--- src/common/flash_selfprog_pkg.sv ---
// Constants and carrier types for the flash self-programming controller.
// Assumes a 25 MHz system clock and a 16-bit word-addressed flash array.
package flash_selfprog_pkg;

    // Register map, word aligned on classic Wishbone
    localparam logic [7:0] CTRL_OFFSET    = 8'h00;
    localparam logic [7:0] POINTER_OFFSET = 8'h04;
    localparam logic [7:0] DATA_OFFSET    = 8'h08;
    localparam logic [7:0] LOAD_OFFSET    = 8'h0C;
    localparam logic [7:0] STORE_OFFSET   = 8'h10;
    localparam logic [7:0] STATUS_OFFSET  = 8'h14;

    // Control register fields
    localparam int ENABLE_BIT   = 0;
    localparam int ERASE_BIT    = 1;
    localparam int WRITE_BIT    = 2;
    localparam int LOCK_BIT     = 3;
    localparam int REENABLE_BIT = 4;
    localparam int BUSY_BIT     = 6;
    localparam int INT_EN_BIT   = 7;

    // Command patterns on bits 5..0
    localparam logic [5:0] CMD_LOAD_BUF = 6'h01;
    localparam logic [5:0] CMD_ERASE    = 6'h03;
    localparam logic [5:0] CMD_WRITE    = 6'h05;
    localparam logic [5:0] CMD_LOCK     = 6'h09;
    localparam logic [5:0] CMD_REENABLE = 6'h11;

    // Geometry: 128 words per page, 512 pages
    localparam int WORD_BITS = 7;
    localparam int PAGE_BITS = 9;
    localparam int PAGE_WORDS = 128;

    localparam logic [15:0] APP_RESET_ADDR  = 16'h0000;
    localparam logic [15:0] BOOT_RESET_ADDR = 16'h7000;
    localparam logic [PAGE_BITS-1:0] NO_READWHILE_SECTION_FIRST_PAGE = 9'h1C0;

    // Read-back pointer values
    localparam logic [15:0] PTR_FUSE_LOW  = 16'h0000;
    localparam logic [15:0] PTR_LOCK      = 16'h0001;
    localparam logic [15:0] PTR_FUSE_EXT  = 16'h0002;
    localparam logic [15:0] PTR_FUSE_HIGH = 16'h0003;

    // Timing windows in clock cycles
    localparam logic [2:0] STORE_WINDOW = 3'd4;
    localparam logic [2:0] LOAD_WINDOW  = 3'd3;

    localparam logic [7:0]  CTRL_RESET   = 8'h00;
    localparam logic [7:0]  LOCK_RESET   = 8'hFF;
    localparam logic [15:0] ERASED_WORD  = 16'hFFFF;

    typedef struct packed {
        logic                 req;
        logic                 erase;
        logic                 write;
        logic                 lock;
        logic [PAGE_BITS-1:0] page;
        logic [5:0]           lock_bits;
    } flash_cmd_t;

    typedef struct packed {
        logic [7:0] low;
        logic [7:0] high;
        logic [7:0] ext;
    } fuse_bytes_t;

endpackage

--- src/rtl/flash_selfprog_ctrl.sv ---
// Flash self-programming controller: command sequencer, page buffer,
// lock/fuse read-back and read-while-write busy handling.
// Assumes a flash array that answers cmd with a one-cycle done pulse.
`timescale 1ns/1ps
`default_nettype none

module flash_selfprog_ctrl
    import flash_selfprog_pkg::*;
(
    // System
    input  wire logic              clk_i,
    input  wire logic              rst_i,
    // Wishbone slave
    input  wire logic              cyc_i,
    input  wire logic              stb_i,
    input  wire logic              we_i,
    input  wire logic [7:0]        adr_i,
    input  wire logic [3:0]        sel_i,
    input  wire logic [31:0]       dat_i,
    output logic      [31:0]       dat_o,
    output logic                   ack_o,
    // Fuses and external chip erase
    input  wire fuse_bytes_t       fuses_i,
    input  wire logic              chip_erase_i,
    input  wire logic              eeprom_write_pending_i,
    // Flash array
    output flash_cmd_t             flash_cmd_o,
    output logic [PAGE_BITS-1:0]   buf_addr_o,
    output logic [15:0]            buf_data_o,
    input  wire logic [15:0]       flash_rdata_i,
    output logic [15:0]            flash_raddr_o,
    input  wire logic              flash_done_i,
    // Core
    output logic [15:0]            reset_vector_o,
    output logic                   core_halt_o,
    output logic                   irq_o
);

    typedef enum logic [3:0] {
        ST_IDLE  = 4'b0001,
        ST_ARMED = 4'b0010,
        ST_BUSY  = 4'b0100,
        ST_READ  = 4'b1000
    } state_t;

    // Software-visible state
    state_t                state_reg;
    logic [7:0]            ctrl_reg;
    logic [15:0]           pointer_reg;
    logic [15:0]           data_reg;
    logic [2:0]            window_reg;
    logic                  busy_reg;
    logic [7:0]            lock_reg;

    // Temporary page buffer and its scan counter
    logic [15:0]           page_buf [PAGE_WORDS];
    logic [PAGE_WORDS-1:0] buf_valid_reg;
    logic [PAGE_BITS-1:0]  scan_reg;

    // Bus decode and read-back
    logic                  bus_hit;
    logic                  wr_ctrl;
    logic                  wr_store;
    logic                  rd_load;
    logic [5:0]            cmd_pat;
    logic [7:0]            load_byte;
    logic [7:0]            read_byte;

    // Byte of a word chosen by the pointer's lowest bit
    function automatic logic [7:0] pick_byte(input logic [15:0] w, input logic sel);
        pick_byte = sel ? w[15:8] : w[7:0];
    endfunction

    // Page lies in the no-readwhile section
    function automatic logic is_no_readwhile_section(input logic [PAGE_BITS-1:0] page);
        is_no_readwhile_section = page >= NO_READWHILE_SECTION_FIRST_PAGE;
    endfunction

    // Store strobe taken while armed with one pattern
    function automatic logic armed_store(input state_t st, input logic hit,
                                         input logic [5:0] pat, input logic [5:0] want);
        armed_store = st == ST_ARMED && hit && pat == want;
    endfunction

    assign bus_hit  = cyc_i && stb_i && !ack_o;
    // Control writes refused while an eeprom write pends
    assign wr_ctrl  = bus_hit && we_i && sel_i[0] && adr_i == CTRL_OFFSET
                      && !eeprom_write_pending_i;
    // Any write to the store offset is a store op
    assign wr_store = bus_hit && we_i && adr_i == STORE_OFFSET;
    assign rd_load  = bus_hit && !we_i && adr_i == LOAD_OFFSET;
    assign cmd_pat  = ctrl_reg[5:0];

    // Load: pointer bit 0 picks byte of addressed word
    assign load_byte = pick_byte(flash_rdata_i, pointer_reg[0]);

    // Fuse/lock read-back, raw programmed=0 values
    always_comb begin
        // Unmapped pointers read as unprogrammed
        case (pointer_reg)
            PTR_FUSE_LOW:  read_byte = fuses_i.low;
            PTR_LOCK:      read_byte = lock_reg;
            PTR_FUSE_EXT:  read_byte = fuses_i.ext;
            PTR_FUSE_HIGH: read_byte = fuses_i.high;
            default:       read_byte = 8'hFF;
        endcase
    end

    // Reset vector, fuses are inputs only
    always_ff @(posedge clk_i) begin
        if (rst_i) begin
            reset_vector_o <= APP_RESET_ADDR;
        end else begin
            // Bit 0 of the high fuse byte picks the vector
            reset_vector_o <= fuses_i.high[0] ? APP_RESET_ADDR : BOOT_RESET_ADDR;
        end
    end

    // Pointer and data registers
    always_ff @(posedge clk_i) begin
        if (rst_i) begin
            pointer_reg <= 16'h0000;
            data_reg    <= 16'h0000;
        end else if (bus_hit && we_i) begin
            if (adr_i == POINTER_OFFSET) begin
                pointer_reg <= dat_i[15:0];
            end
            // Data pair feeds buffer loads and lock setting
            if (adr_i == DATA_OFFSET) begin
                data_reg <= dat_i[15:0];
            end
        end
    end

    // Wishbone answer, one wait state
    always_ff @(posedge clk_i) begin
        if (rst_i) begin
            ack_o <= 1'b0;
            dat_o <= 32'h0000_0000;
        end else begin
            ack_o <= bus_hit;
            dat_o <= 32'h0000_0000;
            // Read data registered together with ack
            if (bus_hit && !we_i) begin
                case (adr_i)
                    CTRL_OFFSET:    dat_o <= {24'h0, ctrl_reg[7], busy_reg, ctrl_reg[5:0]};
                    POINTER_OFFSET: dat_o <= {16'h0, pointer_reg};
                    DATA_OFFSET:    dat_o <= {16'h0, data_reg};
                    LOAD_OFFSET:    dat_o <= {24'h0,
                                        (state_reg == ST_READ) ? read_byte : load_byte};
                    STATUS_OFFSET:  dat_o <= {24'h0, lock_reg};
                    default:        dat_o <= 32'h0000_0000;
                endcase
            end
        end
    end

    // Command sequencer
    always_ff @(posedge clk_i) begin
        if (rst_i) begin
            state_reg   <= ST_IDLE;
            ctrl_reg    <= CTRL_RESET;
            window_reg  <= 3'd0;
            flash_cmd_o <= '0;
        end else begin
            flash_cmd_o.req <= 1'b0;
            // Control bits frozen while the array is busy
            if (wr_ctrl && state_reg != ST_BUSY) begin
                ctrl_reg[7]   <= dat_i[INT_EN_BIT];
                ctrl_reg[5:0] <= dat_i[5:0];
            end
            case (state_reg)
                ST_IDLE: begin
                    // Lock pattern opens a read window, others arm
                    if (wr_ctrl && dat_i[ENABLE_BIT]) begin
                        window_reg <= (dat_i[5:0] == CMD_LOCK) ? LOAD_WINDOW : STORE_WINDOW;
                        state_reg  <= (dat_i[5:0] == CMD_LOCK) ? ST_READ : ST_ARMED;
                    end
                end
                ST_ARMED, ST_READ: begin
                    // Store inside the window launches or drops
                    if (wr_store && !eeprom_write_pending_i) begin
                        window_reg <= 3'd0;
                        if (cmd_pat == CMD_ERASE || cmd_pat == CMD_WRITE || cmd_pat == CMD_LOCK) begin
                            // Latch target so pointer may change
                            flash_cmd_o.req       <= 1'b1;
                            flash_cmd_o.erase     <= cmd_pat == CMD_ERASE;
                            flash_cmd_o.write     <= cmd_pat == CMD_WRITE;
                            flash_cmd_o.lock      <= cmd_pat == CMD_LOCK;
                            flash_cmd_o.page      <= pointer_reg[15:16-PAGE_BITS];
                            flash_cmd_o.lock_bits <= data_reg[5:0];
                            state_reg             <= ST_BUSY;
                        end else begin
                            ctrl_reg[5:0] <= 6'h00;
                            state_reg     <= ST_IDLE;
                        end
                    end else if (state_reg == ST_READ && rd_load) begin
                        ctrl_reg[5:0] <= 6'h00;
                        state_reg     <= ST_IDLE;
                    end else if (window_reg == 3'd1) begin
                        ctrl_reg[5:0] <= 6'h00;
                        state_reg     <= ST_IDLE;
                    end else begin
                        // Count down; lock read narrows to load window
                        window_reg <= window_reg - 3'd1;
                        if (state_reg == ST_READ && window_reg == STORE_WINDOW - LOAD_WINDOW + 3'd1) begin
                            state_reg <= ST_ARMED;
                        end
                    end
                end
                ST_BUSY: begin
                    // Wait for the array to finish
                    if (flash_done_i) begin
                        ctrl_reg[5:0] <= 6'h00;
                        state_reg     <= ST_IDLE;
                    end
                end
                default: state_reg <= ST_IDLE;
            endcase
            // Lock read window is 3 for loads but 4 for stores
            if (state_reg == ST_IDLE && wr_ctrl && dat_i[5:0] == CMD_LOCK) begin
                window_reg <= STORE_WINDOW;
            end
        end
    end

    // Halt core while programming the no-readwhile section
    always_ff @(posedge clk_i) begin
        if (rst_i) begin
            core_halt_o <= 1'b0;
        end else if (flash_cmd_o.req && !flash_cmd_o.lock) begin
            core_halt_o <= is_no_readwhile_section(flash_cmd_o.page);
        end else if (flash_done_i) begin
            // Released when the array reports done
            core_halt_o <= 1'b0;
        end
    end

    // Readwhile section busy flag
    always_ff @(posedge clk_i) begin
        if (rst_i) begin
            busy_reg <= 1'b0;
        end else if (flash_cmd_o.req && !flash_cmd_o.lock && !is_no_readwhile_section(flash_cmd_o.page)) begin
            busy_reg <= 1'b1;
        end else if (armed_store(state_reg, wr_store, cmd_pat, CMD_REENABLE)
                     && !core_halt_o && !flash_cmd_o.req) begin
            busy_reg <= 1'b0;
        end
    end

    // Lock bits: set by software, cleared only by chip erase or reset
    always_ff @(posedge clk_i) begin
        if (rst_i) begin
            lock_reg <= LOCK_RESET;
        end else if (chip_erase_i) begin
            lock_reg <= LOCK_RESET;
        end else if (flash_cmd_o.req && flash_cmd_o.lock) begin
            // Only bits 5..0 settable; programmed bits stay programmed
            lock_reg[5:0] <= lock_reg[5:0] & flash_cmd_o.lock_bits;
        end
    end

    // Temporary page buffer valid bits
    always_ff @(posedge clk_i) begin
        if (rst_i) begin
            buf_valid_reg <= '0;
        end else if (eeprom_write_pending_i && |buf_valid_reg) begin
            // Eeprom write loses a partly loaded page
            buf_valid_reg <= '0;
        end else if ((state_reg == ST_BUSY && flash_done_i && flash_cmd_o.write)
                     || armed_store(state_reg, wr_store, cmd_pat, CMD_REENABLE)) begin
            buf_valid_reg <= '0;
        end else if (armed_store(state_reg, wr_store, cmd_pat, CMD_LOAD_BUF)
                     && !eeprom_write_pending_i) begin
            buf_valid_reg[pointer_reg[WORD_BITS-1:0]] <= 1'b1;
        end
    end

    // Buffer storage
    always_ff @(posedge clk_i) begin
        if (armed_store(state_reg, wr_store, cmd_pat, CMD_LOAD_BUF)) begin
            page_buf[pointer_reg[WORD_BITS-1:0]] <= data_reg;
        end
    end

    // Buffer read port to flash array, erased value when unloaded
    always_ff @(posedge clk_i) begin
        if (rst_i) begin
            scan_reg   <= '0;
            buf_addr_o <= '0;
            buf_data_o <= ERASED_WORD;
        end else begin
            // Address and data launched together so they pair
            scan_reg   <= scan_reg + 9'd1;
            buf_addr_o <= scan_reg;
            buf_data_o <= buf_valid_reg[scan_reg[WORD_BITS-1:0]]
                          ? page_buf[scan_reg[WORD_BITS-1:0]] : ERASED_WORD;
        end
    end

    // Flash read address, blocked for readwhile-section addresses while busy
    always_ff @(posedge clk_i) begin
        if (rst_i) begin
            flash_raddr_o <= 16'h0000;
        end else if (!(busy_reg && pointer_reg[15:1] < {NO_READWHILE_SECTION_FIRST_PAGE, 6'h00})) begin
            flash_raddr_o <= {1'b0, pointer_reg[15:1]};
        end
    end

    // Level interrupt while enable is clear
    always_ff @(posedge clk_i) begin
        if (rst_i) begin
            irq_o <= 1'b0;
        end else begin
            // Stays high until software rewrites control
            irq_o <= ctrl_reg[7] && (state_reg == ST_IDLE);
        end
    end

endmodule

`default_nettype wire

--- config.mk ---
export PLATFORM = sky130hd
export DESIGN_NAME = flash_selfprog_ctrl
export DESIGN_NICKNAME = d
export VERILOG_FILES = /design/src/common/flash_selfprog_pkg.sv /design/src/rtl/flash_selfprog_ctrl.sv
export SDC_FILE = /design/constraint.sdc
export NUM_CORES = 2
export LEC_CHECK = 0
export BUFFER_PORTS_ARGS = -buffer_cell sky130_fd_sc_hd__buf_2
export CAP_MARGIN = 0
export CORE_UTILIZATION = 25
export CTS_BUF_LIST = sky130_fd_sc_hd__clkbuf_2
export DETAILED_ROUTE_END_ITERATION = 16
export PLACE_DENSITY = 0.41
export SLEW_MARGIN = 30
export SYNTH_ARGS = -nofsm -noshare
export SYNTH_HDL_FRONTEND = slang
export SYNTH_SLANG_ARGS = --single-unit
--- constraint.sdc ---
create_clock -name clk_i -period 3.2 [get_ports clk_i]
set_input_delay 0.16 -clock clk_i [delete_from_list [all_inputs] [get_ports clk_i]]
set_output_delay 0.16 -clock clk_i [all_outputs]
set_load 0.03 [all_outputs]
[Word level (Yosys, flattened, before mapping)]
Memory sizes are Yosys's and may differ from the RTL's. A register that Yosys moved wholly into a read port is not among the register bits.
Index checks and enable logic that the tools add are counted.
Operators by class
  reductions and logical operators: 61
  bitwise operators: 6
  equality and inequality tests: 29
  muxes and demuxes: 39
  add/subtract/negate cells: 2
  $lt $le $gt $ge: 5
Operators with widths (number)
  OR 128 bit: 1
  OR reduction 128 bit: 1
  case mux 16 bit (5 select lines): 1
  two-way mux 6 bit: 6
  equality test 16 x 2 -> 1 bit, second input constant: 2
  case mux 8 bit (4 select lines): 1
  logical AND 1 bit: 31
  two-way mux 4 bit: 7
  two-way mux 3 bit: 7
  two-way mux 19 bit: 1
  equality test 16 x 1 -> 1 bit, second input constant: 1
  equality test 8 x 4 -> 1 bit, second input constant: 2
  equality test 8 x 5 -> 1 bit, second input constant: 2
  logical NOT 16 bit: 1
  < comparator 7 x 8 -> 1 bit, second input constant: 2
  two-way mux 8 bit: 2
  < comparator 15 bit, second input constant: 1
  two-way mux 15 bit: 1
  equality test 6 x 4 -> 1 bit, second input constant: 2
  case mux 4 bit (3 select lines): 1
  case mux 6 bit (2 select lines): 1
  OR reduction 2 bit: 5
  adder 9 x 1 -> 9 bit, second input constant: 1
  >= comparator 9 bit, second input constant: 1
  33 further kinds: 61
Storage, ports and cells
  memories kept: 1
  output and inout bits: 111
  word-level logic and storage cells: 167
  bits of input ports: 92
  register bits: 284
  memory bits (writable): 2048
Memories
  page_buf: depth 128, width 16, rd ports 1, clocked after Yosys merged registers in 1, wr ports 1, RTL line flash_selfprog_ctrl.sv:56  | logic [15:0] page_buf [PAGE_WORDS];

[Longest topological paths before layout]
  depth after elaboration: 12
  gate-level depth with buffers: 13
  depth with buffers taken out: 7

[Worst setup path before layout]
No wires, ideal clock.
  path kind: register to register
  start point: register ack_o
  end point: memory page_buf[127][0], enable pin
  slack: 50 ps
  required time: 2811 ps
  path buffers: 3
  stages on the path, launching flop included: 9
  arrival: 2761 ps
  clock period less this slack: 3150 ps
  setup time: 389 ps
  path through: dfxtp_1 -> nand4b_1 -> nor4bb_1 -> nand3_2 -> buf_6 -> or2_1 -> buf_2 -> buf_6 -> nor2_1
On the way
  longest elaborated chain between the ends: 8
RTL lines
  start: declaration: RTL line flash_selfprog_ctrl.sv:21  | output logic ack_o,
  start signal: assignment: RTL line flash_selfprog_ctrl.sv:141  | ack_o <= bus_hit;
  logical NOT 1 bit: RTL line flash_selfprog_ctrl.sv:85  | assign bus_hit = cyc_i && stb_i && !ack_o;
  logical AND 1 bit: RTL line flash_selfprog_ctrl.sv:85
  logical AND 1 bit (2 in series): RTL line flash_selfprog_ctrl.sv:90  | assign wr_store = bus_hit && we_i && adr_i == STORE_OFFSET;
  logical AND 1 bit (2 in series): RTL line flash_selfprog_ctrl.sv:82  | armed_store = st == ST_ARMED && hit && pat == want;
  two-way mux 1 bit: RTL line flash_selfprog_ctrl.sv:281  | if (armed_store(state_reg, wr_store, cmd_pat, CMD_LOAD_BUF)) begin
  two-way mux 1 bit (not written as such): RTL line flash_selfprog_ctrl.sv:282  | page_buf[pointer_reg[WORD_BITS-1:0]] <= data_reg;
  end: declaration: RTL line flash_selfprog_ctrl.sv:56
Every way passes these cells.

[Final worst setup path]
  start point: input stb_i
  end point: register window_reg[2]
On the way
  longest elaborated chain between the ends: 10
  elaborated cells between the ends (all ways): 22
  those cells by class: eq/ne (3); mux (3); reduce/logical (16)
RTL lines
  start: declaration: RTL line flash_selfprog_ctrl.sv:15  | input wire logic stb_i,
  logical AND 1 bit * (2 in series): RTL line flash_selfprog_ctrl.sv:85
  logical AND 1 bit: RTL line flash_selfprog_ctrl.sv:87, flash_selfprog_ctrl.sv:90
  logical AND 1 bit (2 in series): RTL line flash_selfprog_ctrl.sv:87  | assign wr_ctrl = bus_hit && we_i && sel_i[0] && adr_i == CTRL_OFFSET
  logical AND 1 bit: RTL line flash_selfprog_ctrl.sv:88  | && !eeprom_write_pending_i;
  logical AND 1 bit (2 in series): RTL line flash_selfprog_ctrl.sv:221  | if (state_reg == ST_IDLE && wr_ctrl && dat_i[5:0] == CMD_LOCK) begin
  inequality test 4 bit (no line), or another cell as far along
  AND reduction 4 bit (no line)
  end signal: assignment: RTL line flash_selfprog_ctrl.sv:176  | window_reg <= (dat_i[5:0] == CMD_LOCK) ? LOAD_WINDOW : STORE_WINDOW;
  end signal: assignment: RTL line flash_selfprog_ctrl.sv:205  | window_reg <= window_reg - 3'd1;
  end: declaration: RTL line flash_selfprog_ctrl.sv:51  | logic [2:0] window_reg;
Every way passes the cells marked *; elsewhere a longest branch is shown, timed or not.
A chain may end at the register's enable or synchronous reset.

==> results.yml <==
floorplanning:
  coreArea_sq_um: 358900
  pin_count: 203
  die-area_sq_um: 363100
  fp-row-count: 220
  die_w_um: 602.6
  start_util: 0.2512
  die_y_um: 602.6
yosys:
  synth_commonest_cells: "2048 x edfxtp_1, 476 x mux4_2, 348 x nor2_1"
  synth.distinct_cells: 87
  synth.area.top_cells: "edfxtp_1 68%, mux4_2 12%, dfxtp_1 6.0%"
  synth_compound_area_frac: 0.04717
  syn-cell-area_sq_um: 90180
  syn_inst: 4823
  synth-seq-cells: 2317
  synth_mux_area_frac: 0.1474
  synthMostInstantiatedCell: "edfxtp_1"
  synthFlopType: "edfxtp_1"
  synthXorXnorAreaFrac: 0.0005827
  synth_top_area_share: 0.6820
  synth_top_cell_by_area: "edfxtp_1"
  synth_edf_count: 2048
  avgSynthCellArea_sq_um: 18.70
  synth_top_family_by_area: "multiplexers"
  synthArstFlopShare: 0
  synth-simple-area-share: 0.04061
  ys_warn_count: 0
  ys_seq_area_frac: 0.7417
  synth_fa_ha_area_frac: 0.0005550
setup_path:
  arrival_ns: 5.12
  rrSetupSlack_ns: 0.08
  timing.rr.start: "scan_reg[0]"
  path_cells: "dlygate4sd3_1 > dlygate4sd3_1 > dlygate4sd3_1 > buf_2 > dlygate4sd3_1 > nand4b_1 > buf_6 > dlygate4sd3_1 > nor2_2 > and3_1 > and2_1 > dlygate4sd3_1 > a2111oi_1 > a211oi_1"
  crit_path_end_kind: "flip-flop"
  r2r_cells: 10
  reg2reg_to: "buf_data_o[11]"
  slowest_delay_ns: 0.62
  slowest_stage: "dlygate4sd3_1"
  crit_type: "in -> reg"
  crit_path_start_kind: "input port"
  crit_top_cell: "dlygate4sd3_1"
  crit_fanout: 7
  required_ns: 5.07
clocking:
  cts_tree: "yes"
  clockRootBuffer: "clkbuf_2"
  clock-sinks: 2317
  clk_path_buf_depth: 4
  path_clk_slew_ns: 0.10
  cts_buffers: 621
  htree_num_levels: 6
  clk-insertion-delay-late_ns: 2.01
pwr:
  pwr-share-comb: 0.060
  seqPwrFrac: 0.567
  ir_drop_mv: 0.2821
  switching_share: 0.2552
  pwr_density_cell_nw_per_um2: 516.6
  p_leak_nw: 40.78
  finalPower_mw: 57.22
  p_sw_mw: 14.60
  clockPowerShare: 0.373
  internal-power_mw: 42.62
grt:
  grtUsageMet1: 0.2191
  busiest_layer: "met2"
  global_route.usage.met3: 0.02781
  grtUsageTotal: 0.1673
  grt_pass1_vias: 55210
  gr-total-overflow: 0
  antenna_found_initial: 18
  grt_pass1_wl_um: 431900
  grtUsageMet2: 0.2772
  grt_max_degree: 85
route:
  antenna_left: 0
  drc: 0
  wirelength_um: 309800
  drtPass1Iterations: 8
  drt_iter0_drc: 4407
  vias: 53340
  viasPerCell: 4.682
  post_drt_wl_per_cell_um: 27.20
job:
  max_cap_viol_count: 0
final_layout:
  largest_register_ffs: 2048
  drive_gt1_frac: 0.3598
  area_growth_pct: 22.83
  final_area_sq_um: 110800
  fin_cells: 11390
  nNetsFinal: 6251
  utilization: 0.3086
timing:
  tns_ns: -0.05621
  maxSlewHeadroom: 0.3009
  rsz0062_at_grt: "yes"
  max_slew.worst_pin.slew_ns: 1.041
  hold_violations: 0
  fin_crit_sh: 1.015
  clock-skew-final_ns: 0.1404
  hold_slack_ns: 0.1408
  period_minus_slack_ns: 3.247
  setup_slack_ns: -0.04687
  slew_viol_final: 0
  fmax_mhz: 308.0
  setup_viol_count_final: 2
placement:
  routabilityCongestion: 0.8184
  pre_cts_ws_ns: -0.1303
  io_buffers: 153
  dp.final_hpwl_um: 195500
  placed_area_sq_um: 102000
  placed_cells: 10010
status:
  run_status: "finished with violations"
  failed_checks: "negative setup slack"
hold_path:
  worstHoldPathCells: 7
  hold_path_class: "in -> reg"
  hold-path-endpoint: "dat_o[11]"
  hp-start: "adr_i[3]"
## power groups by stage
stage | registers, mW | logic (mW) | clock network [mW]
floorplan | 33.1 | 1.94 | 0
global placement | 33.1 | 3.19 | 0
detailed placement | 33.1 | 3.19 | 0
CTS | 32.4 | 3.43 | 22.3
global route | 32.4 | 3.63 | 23.7
finish | 32.4 | 3.44 | 21.4
## cells in the final DEF (no fill, tap or decap), types with 11 or more instances in the layout
cell and instances:
buf_12 186, buf_2 152, a222oi_1 11, nor3_1 25, a22oi_1 47, nand3b_1 13
dfxtp_2 12, dfxtp_4 29, clkinv_1 85, dlygate4sd3_1 281, bufinv_16 12, clkbuf_2 920
edfxtp_1 2048, nor2b_1 19, o22ai_1 40, dfxtp_1 228, conb_1 30, a31oi_1 14
a211oi_1 31, o221ai_1 33, o21ai_0 48, a22o_1 12, nor4_1 39, o21ai_1 11
nor2_2 83, nand3_1 27, clkinv_2 15, nand2_1 211, nand4_1 15, buf_4 376
a21oi_1 240, nor2_1 264, mux4_2 476, a221oi_1 72, mux2i_1 248, clkinvlp_4 18
diode_2 15, inv_6 11, nand2b_1 14
## logic make-up (layout without fill, tap and decap cells)
| logic type | Yosys count | after routing |
|---|---|---|
| xor gates and xnor gates | 6 | 6 |
| and+or+nand+nor | 789 | 789 |
| muxes | 732 | 732 |
| DFF | 2317 | 2317 |
| AOI/OAI and AO/OA | 638 | 638 |
| adders and majority gates | 4 | 4 |
| other | 1 | 45 |
| buffers and inverters | 336 | 2088 |
## timing repair
item	CTS	global route
setup endpoints to repair	23	33
cloned	0	2
endpoints found under the hold margin	2317	20
buffers inserted	0	7
pin swaps	0	2
hold buffers	281	5
resized for setup	33	19
## routing by layer
| layer | vias up | wire (um) | share of wire |
|---|---|---|---|
| met3 | 617 | 15540 | 0.050 |
| met4 | 4 | 11140 | 0.036 |
| met5 | - | 32 | 0.00010 |
| li1 | 22670 | - | - |
| met2 | 1822 | 150000 | 0.48 |
| met1 | 28220 | 133100 | 0.43 |
## worst max path at each step
stage	end	slack [ns]	start	depth (start not counted)
floorplan	page_buf[127][0]	0.05	ack_o	8
global placement	buf_data_o[3]	-0.12	scan_reg[0]	7
detailed placement	buf_data_o[3]	-0.13	scan_reg[0]	7
CTS	buf_data_o[8]	-0.006	scan_reg[0]	9
global route	buf_data_o[4]	-0.004	scan_reg[0]	9
finish	window_reg[2]	-0.05	stb_i	14
## worst max-delay path, delay by kind of cell
family                 cells  cell delay (ns)
buffers and inverters      8             3.77
and+or+nand+nor            4             0.70
AOI/OAI and AO/OA          2             0.46
## cell type report
type | instances | area (sq um)
diodes | 15 | 37.54
flip-flops and latches | 2317 | 67010
well taps | 4773 | 5972
clock buffers | 920 | 4604
clock inverters | 152 | 1070
multi-input cells | 2199 | 21760
fillers | 35630 | 248200
repair buffers | 1004 | 10270
inverters | 12 | 50.05
Note: power is estimated with default switching activity, not from simulation.
